$ cat src/design/ofpi_pkg.sv
// Purpose: Shared constants for the octal flash pin interface block.
// Assumes: One 100 MHz system clock samples every pin of the link.
// Notes:   Operation
package ofpi_pkg;
  localparam int         SYNC_STAGES   = 2;
  localparam int         BYTE_BITS     = 8;
  localparam logic [2:0] BIT_IDX_LAST  = 3'h7;
  localparam logic [2:0] BIT_IDX_RST   = 3'h0;
  localparam logic [7:0] OE_ALL_OFF    = 8'h00;
  localparam logic [7:0] OE_OCTAL      = 8'hff;
  localparam logic [7:0] OE_X1_SO      = 8'h02;
  localparam logic [7:0] BYTE_RST      = 8'h00;
  localparam int         SO_LINE       = 1;
  localparam int         SI_LINE       = 0;

  typedef enum logic [1:0] {
    OFPI_IDLE,
    OFPI_CAPTURE,
    OFPI_READ,
    OFPI_INIT
  } ofpi_state_e;
endpackage

$ cat src/design/ofpi_sync.sv
// Purpose: Two-flop synchroniser for pins entering the system clock.
// Assumes: Inputs are asynchronous levels; rstn is synchronous.
// Notes:   Only the second stage is visible outside.
`timescale 1ns/1ps
`default_nettype none
module ofpi_sync
  import ofpi_pkg::*;
#(
  parameter int         WIDTH   = 1,
  parameter logic [WIDTH-1:0] RST_VAL = '0
) (
  // Clock and reset
  input  wire logic             sys_clk,
  input  wire logic             rstn,
  // Data
  input  wire logic [WIDTH-1:0] async_in,
  output logic      [WIDTH-1:0] sync_out
);
  logic [WIDTH-1:0] meta_reg;

  // First stage read only by the second
  always_ff @(posedge sys_clk) begin
    if (!rstn) begin
      meta_reg <= RST_VAL;
      sync_out <= RST_VAL;
    end else begin
      meta_reg <= async_in;
      sync_out <= meta_reg;
    end
  end
endmodule
`default_nettype wire

$ cat src/design/ofpi_core.sv
// Purpose: Device-side pin logic of an octal or x1 serial flash link.
// Assumes: Pins are oversampled by sys_clk, well above the link clock.
// Notes:   Core logic supplies read bytes and event pulses on sys_clk.
`timescale 1ns/1ps
`default_nettype none
module ofpi_core
  import ofpi_pkg::*;
(
  // Clock and reset
  input  wire logic       sys_clk,
  input  wire logic       rstn,
  // Link pins in
  input  wire logic       select_n,
  input  wire logic       serial_clock,
  input  wire logic [7:0] dq_in,
  input  wire logic       hw_init_n,
  // Link pins out
  output logic      [7:0] dq_out,
  output logic      [7:0] dq_oe,
  output logic            read_strobe_out,
  output logic            read_strobe_oe,
  output logic            int_n_out,
  output logic            int_n_oe,
  // Core side mode and status
  input  wire logic       ddr_mode,
  input  wire logic       octal_mode,
  input  wire logic       op_busy,
  input  wire logic       event_in,
  input  wire logic       event_clear,
  // Core side data
  input  wire logic       read_start,
  input  wire logic [7:0] tx_byte,
  output logic            tx_take,
  output logic      [7:0] rx_byte,
  output logic            rx_valid,
  output logic            txn_start,
  output logic            txn_end,
  output logic            standby,
  output logic            reinit
);
  logic [10:0] pins_s;
  logic        sel_n_s, clk_s, init_n_s, clk_d, sel_n_d;
  logic [7:0]  dq_s;
  logic        sel_fall, sel_rise, clk_rise, clk_fall, live;
  logic        cap_hit, launch_hit;
  ofpi_state_e state_reg;
  logic        ddr_reg, oct_reg;
  logic [2:0]  rx_idx_reg, tx_idx_reg;
  logic [7:0]  rx_shift_reg;

  // Chosen edge, plus the other edge in DDR
  function automatic logic edge_hit(input logic primary, input logic other,
                                    input logic ddr);
    edge_hit = primary | (ddr & other);
  endfunction

  // Initialisation pin resets to high like its pad pull-up
  ofpi_sync #(
    .WIDTH   (11),
    .RST_VAL (11'h600)
  ) u_sync (
    .sys_clk  (sys_clk),
    .rstn     (rstn),
    .async_in ({hw_init_n, select_n, dq_in, serial_clock}),
    .sync_out (pins_s)
  );
  assign init_n_s = pins_s[10];
  assign sel_n_s  = pins_s[9];
  assign dq_s     = pins_s[8:1];
  assign clk_s    = pins_s[0];

  // Delayed copies for edge finding
  always_ff @(posedge sys_clk) begin
    if (!rstn) begin
      clk_d   <= 1'b0;
      sel_n_d <= 1'b1;
    end else begin
      clk_d   <= clk_s;
      sel_n_d <= sel_n_s;
    end
  end

  assign sel_fall   = sel_n_d & ~sel_n_s;
  assign sel_rise   = ~sel_n_d & sel_n_s;
  assign clk_rise   = ~clk_d & clk_s;
  assign clk_fall   = clk_d & ~clk_s;
  // Pins matter only with select low and no initialisation
  assign live       = ~sel_n_s & init_n_s;
  assign cap_hit    = live & edge_hit(clk_rise, clk_fall, ddr_reg);
  assign launch_hit = live & edge_hit(clk_fall, clk_rise, ddr_reg);

  // Transaction sequencing; initialisation pin wins regardless of select
  always_ff @(posedge sys_clk) begin
    if (!rstn) begin
      state_reg <= OFPI_IDLE;
    end else if (!init_n_s) begin
      state_reg <= OFPI_INIT;
    end else begin
      unique case (state_reg)
        OFPI_INIT:    state_reg <= OFPI_IDLE;
        OFPI_IDLE:    if (sel_fall) state_reg <= OFPI_CAPTURE;
        OFPI_CAPTURE: begin
          if (sel_rise) state_reg <= OFPI_IDLE;
          else if (read_start && live) state_reg <= OFPI_READ;
        end
        OFPI_READ:    if (sel_rise) state_reg <= OFPI_IDLE;
      endcase
    end
  end

  // Link format latched per transaction, so mid-frame changes cannot tear it
  always_ff @(posedge sys_clk) begin
    if (!rstn) begin
      ddr_reg <= 1'b0;
      oct_reg <= 1'b0;
    end else if (sel_fall) begin
      ddr_reg <= ddr_mode & octal_mode;
      oct_reg <= octal_mode;
    end
  end

  // Framing pulses and status levels
  always_ff @(posedge sys_clk) begin
    if (!rstn) begin
      txn_start <= 1'b0;
      txn_end   <= 1'b0;
      standby   <= 1'b1;
      reinit    <= 1'b0;
    end else begin
      txn_start <= sel_fall & init_n_s;
      txn_end   <= sel_rise & init_n_s;
      standby   <= sel_n_s & ~op_busy;
      reinit    <= ~init_n_s;
    end
  end

  // Inbound capture: x8 takes a byte per capture edge (rising only in SDR), x1 shifts line 0
  always_ff @(posedge sys_clk) begin
    if (!rstn || state_reg != OFPI_CAPTURE || !live) begin
      rx_idx_reg   <= BIT_IDX_RST;
      rx_shift_reg <= BYTE_RST;
      rx_valid     <= 1'b0;
      if (!rstn) rx_byte <= BYTE_RST;
    end else if (cap_hit) begin
      if (oct_reg) begin
        rx_byte  <= dq_s;
        rx_valid <= 1'b1;
      end else begin
        rx_shift_reg <= {rx_shift_reg[6:0], dq_s[SI_LINE]};
        rx_idx_reg   <= rx_idx_reg + 3'h1;
        rx_valid     <= (rx_idx_reg == BIT_IDX_LAST);
        if (rx_idx_reg == BIT_IDX_LAST) rx_byte <= {rx_shift_reg[6:0], dq_s[SI_LINE]};
      end
    end else begin
      rx_valid <= 1'b0;
    end
  end

  // Outbound launch with strobe toggling alongside each data change
  always_ff @(posedge sys_clk) begin
    if (!rstn || state_reg != OFPI_READ || !live) begin
      tx_idx_reg      <= BIT_IDX_RST;
      tx_take         <= 1'b0;
      dq_out          <= BYTE_RST;
      read_strobe_out <= 1'b0;
    end else if (launch_hit) begin
      read_strobe_out <= ~read_strobe_out;
      if (oct_reg) begin
        dq_out  <= tx_byte;
        tx_take <= 1'b1;
      end else begin
        dq_out          <= BYTE_RST;
        dq_out[SO_LINE] <= tx_byte[BIT_IDX_LAST - tx_idx_reg];
        tx_idx_reg      <= tx_idx_reg + 3'h1;
        tx_take         <= (tx_idx_reg == BIT_IDX_LAST);
      end
    end else begin
      tx_take <= 1'b0;
    end
  end

  // Drivers on only while reading in a live frame
  always_ff @(posedge sys_clk) begin
    if (!rstn || !live || state_reg != OFPI_READ) begin
      dq_oe          <= OE_ALL_OFF;
      read_strobe_oe <= 1'b0;
    end else begin
      dq_oe          <= oct_reg ? OE_OCTAL : OE_X1_SO;
      read_strobe_oe <= 1'b1;
    end
  end

  // Open drain: level fixed low, only the enable moves; set beats clear
  always_ff @(posedge sys_clk) begin
    if (!rstn) begin
      int_n_out <= 1'b0;
      int_n_oe  <= 1'b0;
    end else if (event_in) begin
      int_n_oe  <= 1'b1;
    end else if (event_clear) begin
      int_n_oe  <= 1'b0;
    end
  end
endmodule
`default_nettype wire

$ cat config.mk
export PLATFORM = sky130hd
export DESIGN_NAME = ofpi_core
export DESIGN_NICKNAME = d
export VERILOG_FILES = /design/src/design/ofpi_pkg.sv /design/src/design/ofpi_sync.sv /design/src/design/ofpi_core.sv
export SDC_FILE = /design/constraint.sdc
export NUM_CORES = 1
export LEC_CHECK = 0
export BUFFER_PORTS_ARGS = -buffer_cell sky130_fd_sc_hd__buf_2
export CAP_MARGIN = 20
export CORE_UTILIZATION = 47
export DETAILED_ROUTE_END_ITERATION = 12
export PLACE_DENSITY = 0.85
export SLEW_MARGIN = 20
export SYNTH_ARGS = -nofsm -noshare
export SYNTH_HDL_FRONTEND = slang
export SYNTH_SLANG_ARGS = --single-unit
$ cat constraint.sdc
create_clock -name sys_clk -period 2.02 [get_ports sys_clk]
set_clock_uncertainty 0.2 [all_clocks]
set_input_delay 0.404 -clock sys_clk [delete_from_list [all_inputs] [get_ports sys_clk]]
set_output_delay 0.404 -clock sys_clk [all_outputs]
set_load 0.01 [all_outputs]
==> out/results.ini, run 1 <==
[status]
status = finished, final reports clean

[clock_network]
postCtsHoldBufs = 0
clock-sinks = 68
clk-insertion-delay-late_ps = 330
htree_levels = 3
clk_path_buf_depth = 2
cts_root_buffer = clkbuf_8
cts_buffers = 9
clk_pin_slew_worst_paths_ps = 60
cts_tree = yes

[cells_and_area]
final_cell_count_no_fill = 351
n_fill_cell = 439
antenna_cells = 0
syn_to_final_growth_pct = 20.96
fin_area_mm2 = 0.003047
nets = 307
drive_above_1_share = 0.3132

[sta]
maxSlewViolCount = 0
setup-violations-final = 0
fmax_mhz = 519.0
post-route-period-util = 0.9538
finalCriticalPeriod_ps = 1927
hold_viol_final = 0
setup_tns_ps = 0
rsz0062_at_grt = no

[power]
pwr-share-clk = 0.398
internal_power_uw = 2026
leakagePower_uw = 0.001295
peakVddDrop_v = 0.0005498
finalPower_uw = 2543
pwr-share-seq = 0.556
p_comb_frac = 0.045
p_sw_uw = 516.6
sw_frac_of_total = 0.2032
powerDensity_mw_per_mm2 = 834.5

[drt]
drc = 0
drt_first_pass_iters = 5
postRouteAntennaNets = 0
wl_per_cell_um = 11.57
num_vias = 1646
drt_wl_total_um = 4062
drt_iter0_markers = 34
viasPerCell = 4.689

[setup_path]
rr_endpoint = rx_byte[0]
required_ps = 1870
arrival_ps = 1770
path_max_fanout = 8
cp-start-kind = flop
cp-end-kind = flop
crit_type = flop to flop
r2r-start = u_sync.sync_out[10]
reg2reg_slack_ps = 90
worstRegToRegCells = 5

[floorplan]
core_area_mm2 = 0.005140
die_h_um = 75.21
die_area_mm2 = 0.005656
ioPinCount = 61
row_count = 26
fp.dieW_um = 75.21
start_util = 0.4900

[synthesis]
yosysWarnings = 0
synth_nets = 245
synth_seq_cells = 68
yosysSeqAreaShare = 0.5723
yosys.cell_types.count = 39
avgSynthCellArea_um2 = 11.77
yosysTopAreaCell = dfxtp_1
ys_top_cells_by_area = dfxtp_1 48%, edfxtp_1 9.5%, mux2i_1 7.2%
yosys.area.top_type_share = 0.4769
syn_area_mm2 = 0.002519
synthCells = 214

[global_route]
grt_pass1_vias = 1427
grt_max_degree = 34
antenna_found_initial = 0
grtUsageTotal = 0.1550
grt_pass1_wl_um = 6299
globalRouteOverflowTotal = 0

[flow_run]
max_cap_violations = 0

[placement]
port_buffers = 59
dp.final_hpwl_um = 2826
place_area_mm2 = 0.002863
gp_congestion = 0.7526
dp_cells = 335

[min_path]
hold_start = op_busy
hold-path-cell-count = 2
hp-class = input pin to flop
holdPathEnd = standby

cell usage in the layout (no fill, tap or decap), drive strengths merged, types with 3 or more instances in the layout:
cell type  count
buf           65
dfxtp         60
nor2          26
and2          22
mux2i         18
clkbuf        13
nand2b         9
edfxtp         8
a22o           7
nand2          4
inv            4
o21ai          4
ha             4
nor2b          3
a21boi         3
xnor2          3
nand3b         3
or2b           3
worst max path at each step:
stage	from	cells after the start	end
finish	u_sync.sync_out[10]	5	rx_byte[0]
floorplan	u_sync.sync_out[9]	4	rx_byte[0]
detailed placement	rstn	6	rx_byte[1]
global placement	rstn	6	rx_byte[1]
global route	u_sync.sync_out[10]	5	rx_byte[7]
CTS	u_sync.sync_out[10]	5	rx_byte[1]
per-layer routing:
layer / track usage / up-vias / share of wire
met2: 0.2402 / 43 / 0.45
li1: - / 840 / -
met3: 0.05355 / 7 / 0.056
met4: 0.09877 / 0 / 0.024
met5: 0 / - / 0
met1: 0.1844 / 756 / 0.47
cells by family after synthesis:
group                      after synthesis  synth area share
AOI/OAI and AO/OA                       24           0.08843
other                                    1          0.001489
muxes                                   20           0.08942
xor gates and xnor gates                 3           0.01043
adders and majority gates                4           0.01987
and+or+nand+nor                         76            0.1739
buffers and inverters                   18           0.04421
DFF                                     68            0.5723
cell usage after synthesis:
| master | number |
|---|---|
| or2b_4 | 1 |
| a211oi_4 | 1 |
| a21oi_4 | 1 |
| and2_4 | 1 |
| o211a_1 | 1 |
| a21boi_0 | 3 |
| and2_1 | 21 |
| buf_2 | 2 |
| or2b_1 | 2 |
| and3_4 | 1 |
| a22o_1 | 7 |
| edfxtp_1 | 8 |
| mux4_2 | 2 |
| nand2b_1 | 9 |
| mux2i_1 | 18 |
| nand3b_1 | 2 |
| nor2b_1 | 3 |
| xnor2_1 | 3 |
| nor2_2 | 1 |
| a2111oi_4 | 1 |
| dfxtp_1 | 60 |
| nor3b_1 | 2 |
| o211ai_1 | 1 |
| buf_4 | 7 |
| nand3b_4 | 1 |
| conb_1 | 1 |
| a31oi_1 | 2 |
| ha_1 | 4 |
| o21a_1 | 1 |
| buf_6 | 2 |
| nand3_1 | 2 |
| a211oi_2 | 1 |
| o21ai_0 | 4 |
| clkbuf_1 | 3 |
| and3b_2 | 1 |
| inv_1 | 4 |
| a21oi_1 | 1 |
| nor2_1 | 25 |
| nand2_1 | 4 |
cell type report:
class	instances	area, um^2	area share
inverter	4	15.01	0.004928
tap	70	87.58	0.02875
sequential	68	1441	0.4731
timing repair buffer	65	352.8	0.1158
clock inverter	3	37.54	0.01232
clock buffer	13	138.9	0.04559
multi-input combinational	128	973.4	0.3195
power by group through the flow:
stage	Clock [uW]	Combinational (uW)	Sequential [uW]
finish	1010	115	1410
global route	1090	128	1420
CTS	1040	115	1410
detailed placement	0	115	1440
global placement	0	112	1440
floorplan	0	57.4	1450
stage by stage:
step	setup WS, ps	hold slack (ps)	util
3_3_place_gp	53.55	189.0	0.5570
4_1_cts	52.99	34.34	0.5913
5_1_grt	18.70	44.47	0.5927
6_report	93.38	50.46	0.5927
2_1_floorplan	102.6	186.3	-
3_5_place_dp	-32.73	192.1	0.5570
what timing repair did:
| item | 4_1_cts | 5_1_grt |
|---|---|---|
| buffers inserted | 0 | 0 |
| endpoints found under the setup margin | 0 | 8 |
| resized for setup | 0 | 1 |
critical path, stage by stage (launching register included):
cell and delay [ps]:
dfxtp_1 400, and3b_2 270, nand3b_4 100, a2111oi_4 360, nand2b_4 210, buf_12 110
Note: power is estimated with default switching activity, not from simulation.
==> run 2, diff against run 1 <==
- CELL_PAD_IN_SITES_DETAIL_PLACEMENT: default -> 1
- CELL_PAD_IN_SITES_GLOBAL_PLACEMENT: default -> 2
- CORE_ASPECT_RATIO: default -> 2
- CORE_UTILIZATION: 47 -> 30
==> run 2 against run 1 <==
Compared with the run above: register-to-register slack improved by 50 ps; cell area rose by 4.9%; core utilization fell by 20 points; sequential share of layout area fell by 2.2 points; clock power rose by 45%; non-clock buffer count rose by 2; critical endpoint is now rx_byte[1]; largest cell class unchanged; highest routed layer unchanged.
==> out/results.ini, run 2 (same netlist as run 1, synthesis figures left out) <==
[status]
status = finished, final reports clean

[setup_path]
cp-end-kind = flop
rr_endpoint = rx_byte[1]
worst-path-buf-inv = 1  ; unchanged
required_ps = 1870  ; about the same
crit_slowest_cell = dfxtp_1
startpoint = u_sync.sync_out[10]
path_max_fanout = 8  ; unchanged
arrival_ps = 1720  ; -50 ps
worstRegToRegCells = 5  ; unchanged
slowest_delay_ps = 390  ; about the same
reg2reg_slack_ps = 150  ; +50 ps
crit_type = flop to flop
r2r-start = u_sync.sync_out[10]
crit_path_cell_trace = and3b_2 -> nand3b_4 -> a2111oi_4 -> nand2b_1 -> buf_12
crit_family = simple AND/OR/NAND/NOR gates
cp-start-kind = flop

[drt]
drc = 0  ; unchanged
postRouteAntennaNets = 0  ; unchanged
drt_iter0_markers = 26  ; -24%
viasPerCell = 4.454  ; -5.0%
drt_wl_total_um = 4835  ; +19%
num_vias = 1697  ; +3.1%
drt_first_pass_iters = 4  ; -1
wl_per_cell_um = 12.69  ; +9.7%

[sta]
setup_tns_ps = 0  ; unchanged
maxSlewViolCount = 0  ; unchanged
post-route-period-util = 0.9278  ; -0.02599
rsz0062_at_grt = no
fmax_mhz = 533.6  ; +2.8%
setup-violations-final = 0  ; unchanged
finalCriticalPeriod_ps = 1874  ; -52.50 ps
setup_slack_ps = 145.9  ; +52.50 ps
hold_viol_final = 0  ; unchanged
fin_hold_ws_ps = 52.27  ; +1.803 ps

[power]
peakVddDrop_v = 0.0005138  ; -6.6%
pwr-share-clk = 0.487  ; +0.089
leakagePower_uw = 0.001357  ; +4.8%
internal_power_uw = 2394  ; +18%
p_comb_frac = 0.039  ; -0.006
powerDensity_mw_per_mm2 = 936.2  ; +12%
sw_frac_of_total = 0.1999  ; -0.003314
pwr-share-seq = 0.474  ; -0.082
p_sw_uw = 598.0  ; +16%

[global_route]
grtUsageTotal = 0.1247  ; -0.03029
met3_usage = 0.02604  ; -0.02751
grt.met2_usage = 0.2155  ; -0.02475
globalRouteOverflowTotal = 0  ; unchanged
antenna_found_initial = 0  ; unchanged
grt_pass1_wl_um = 7948  ; +26%
grt_max_degree = 34  ; unchanged
busiest_layer = met2
grt_pass1_vias = 1720  ; +21%
grt_use_met1 = 0.1206  ; -0.06382

[floorplan]
ioPinCount = 61  ; unchanged
fp.dieW_um = 66.79  ; -11%
die_area_mm2 = 0.008788  ; +55%
core_area_mm2 = 0.008233  ; +60%
start_util = 0.3059  ; -0.1841
die_h_um = 131.6  ; +75%
row_count = 47  ; +81%

[placement]
dp.final_hpwl_um = 3615  ; +28%
dpl_worst_slack_ps = 46.44  ; +79.17 ps
gp_congestion = 0.6942  ; -7.8%
port_buffers = 59  ; unchanged
dp_cells = 365  ; +9.0%

[min_path]
hold-path-cell-count = 2  ; unchanged
holdPathEnd = standby
hp-class = input pin to flop
hold_start = op_busy

[clock_network]
ctsResizeCount = 0  ; unchanged
clk_pin_slew_worst_paths_ps = 50  ; about the same
cts_tree = yes
htree_levels = 3  ; unchanged
cts_setup_buffers = 0  ; unchanged
clk-insertion-delay-late_ps = 330  ; about the same
postCtsHoldBufs = 0  ; unchanged
cts_buffers = 9  ; unchanged
cts_root_buffer = clkbuf_16
clk_path_buf_depth = 2  ; unchanged
clock-sinks = 68  ; unchanged

[cells_and_area]
final_cell_count_no_fill = 381  ; +8.5%
syn_to_final_growth_pct = 26.88
n_fill_cell = 959  ; +120%
antenna_cells = 0  ; unchanged
layout_common_cells = 60 x dfxtp_1, 59 x buf_2, 25 x nor2_1
nets = 309  ; +0.65%
drive_above_1_share = 0.3251  ; +0.01192
final_common_cell = dfxtp_1

[flow_run]
max_cap_violations = 0  ; unchanged

run 2: cell type report:
| class | count | area, um^2 | share of cell area |
|---|---|---|---|
| flip-flops and latches | 68 | 1441 | 0.4511 |
| multi-input cells | 128 | 965.9 | 0.3023 |
| repair buffers | 67 | 367.9 | 0.1151 |
| clock buffers | 15 | 277.8 | 0.08692 |
| well taps | 98 | 122.6 | 0.03837 |
| inverters | 4 | 15.01 | 0.004699 |
| clock inverters | 1 | 5.005 | 0.001566 |
run 2: power groups by stage:
| stage | registers (uW) | clock network (uW) | logic (uW) |
|---|---|---|---|
| final | 1420 | 1460 | 117 |
| after floorplan | 1450 | 0 | 57.4 |
| after global routing | 1420 | 1560 | 129 |
| after detailed placement | 1450 | 0 | 120 |
| after CTS | 1420 | 1500 | 120 |
| after global placement | 1440 | 0 | 117 |
run 2: how the worst max path moves through the flow:
stage | to | slack, ps | depth (start not counted)
3_3_place_gp | rx_byte[1] | 60 | 6
3_5_place_dp | rx_byte[0] | 50 | 6
6_report | rx_byte[1] | 150 | 5
5_1_grt | rx_byte[0] | 40 | 5
4_1_cts | rx_byte[1] | 130 | 5
2_1_floorplan | rx_byte[0] | 100 | 4
run 2: routing by layer:
metal | routed length [um] | part of all wire | up-vias
met1 | 1786 | 0.37 | 811
met4 | 135 | 0.028 | 0
met3 | 149 | 0.031 | 8
li1 | - | - | 844
met5 | 0 | 0 | -
met2 | 2764 | 0.57 | 34
run 2: stage by stage:
step	util	power (uW)	instance area (um^2)
global placement	0.3538	1561	2913
finish	0.3881	2992	3196
detailed placement	0.3538	1565	2913
CTS	0.3881	3041	3196
global route	0.3881	3106	3196
floorplan	-	1505	2519
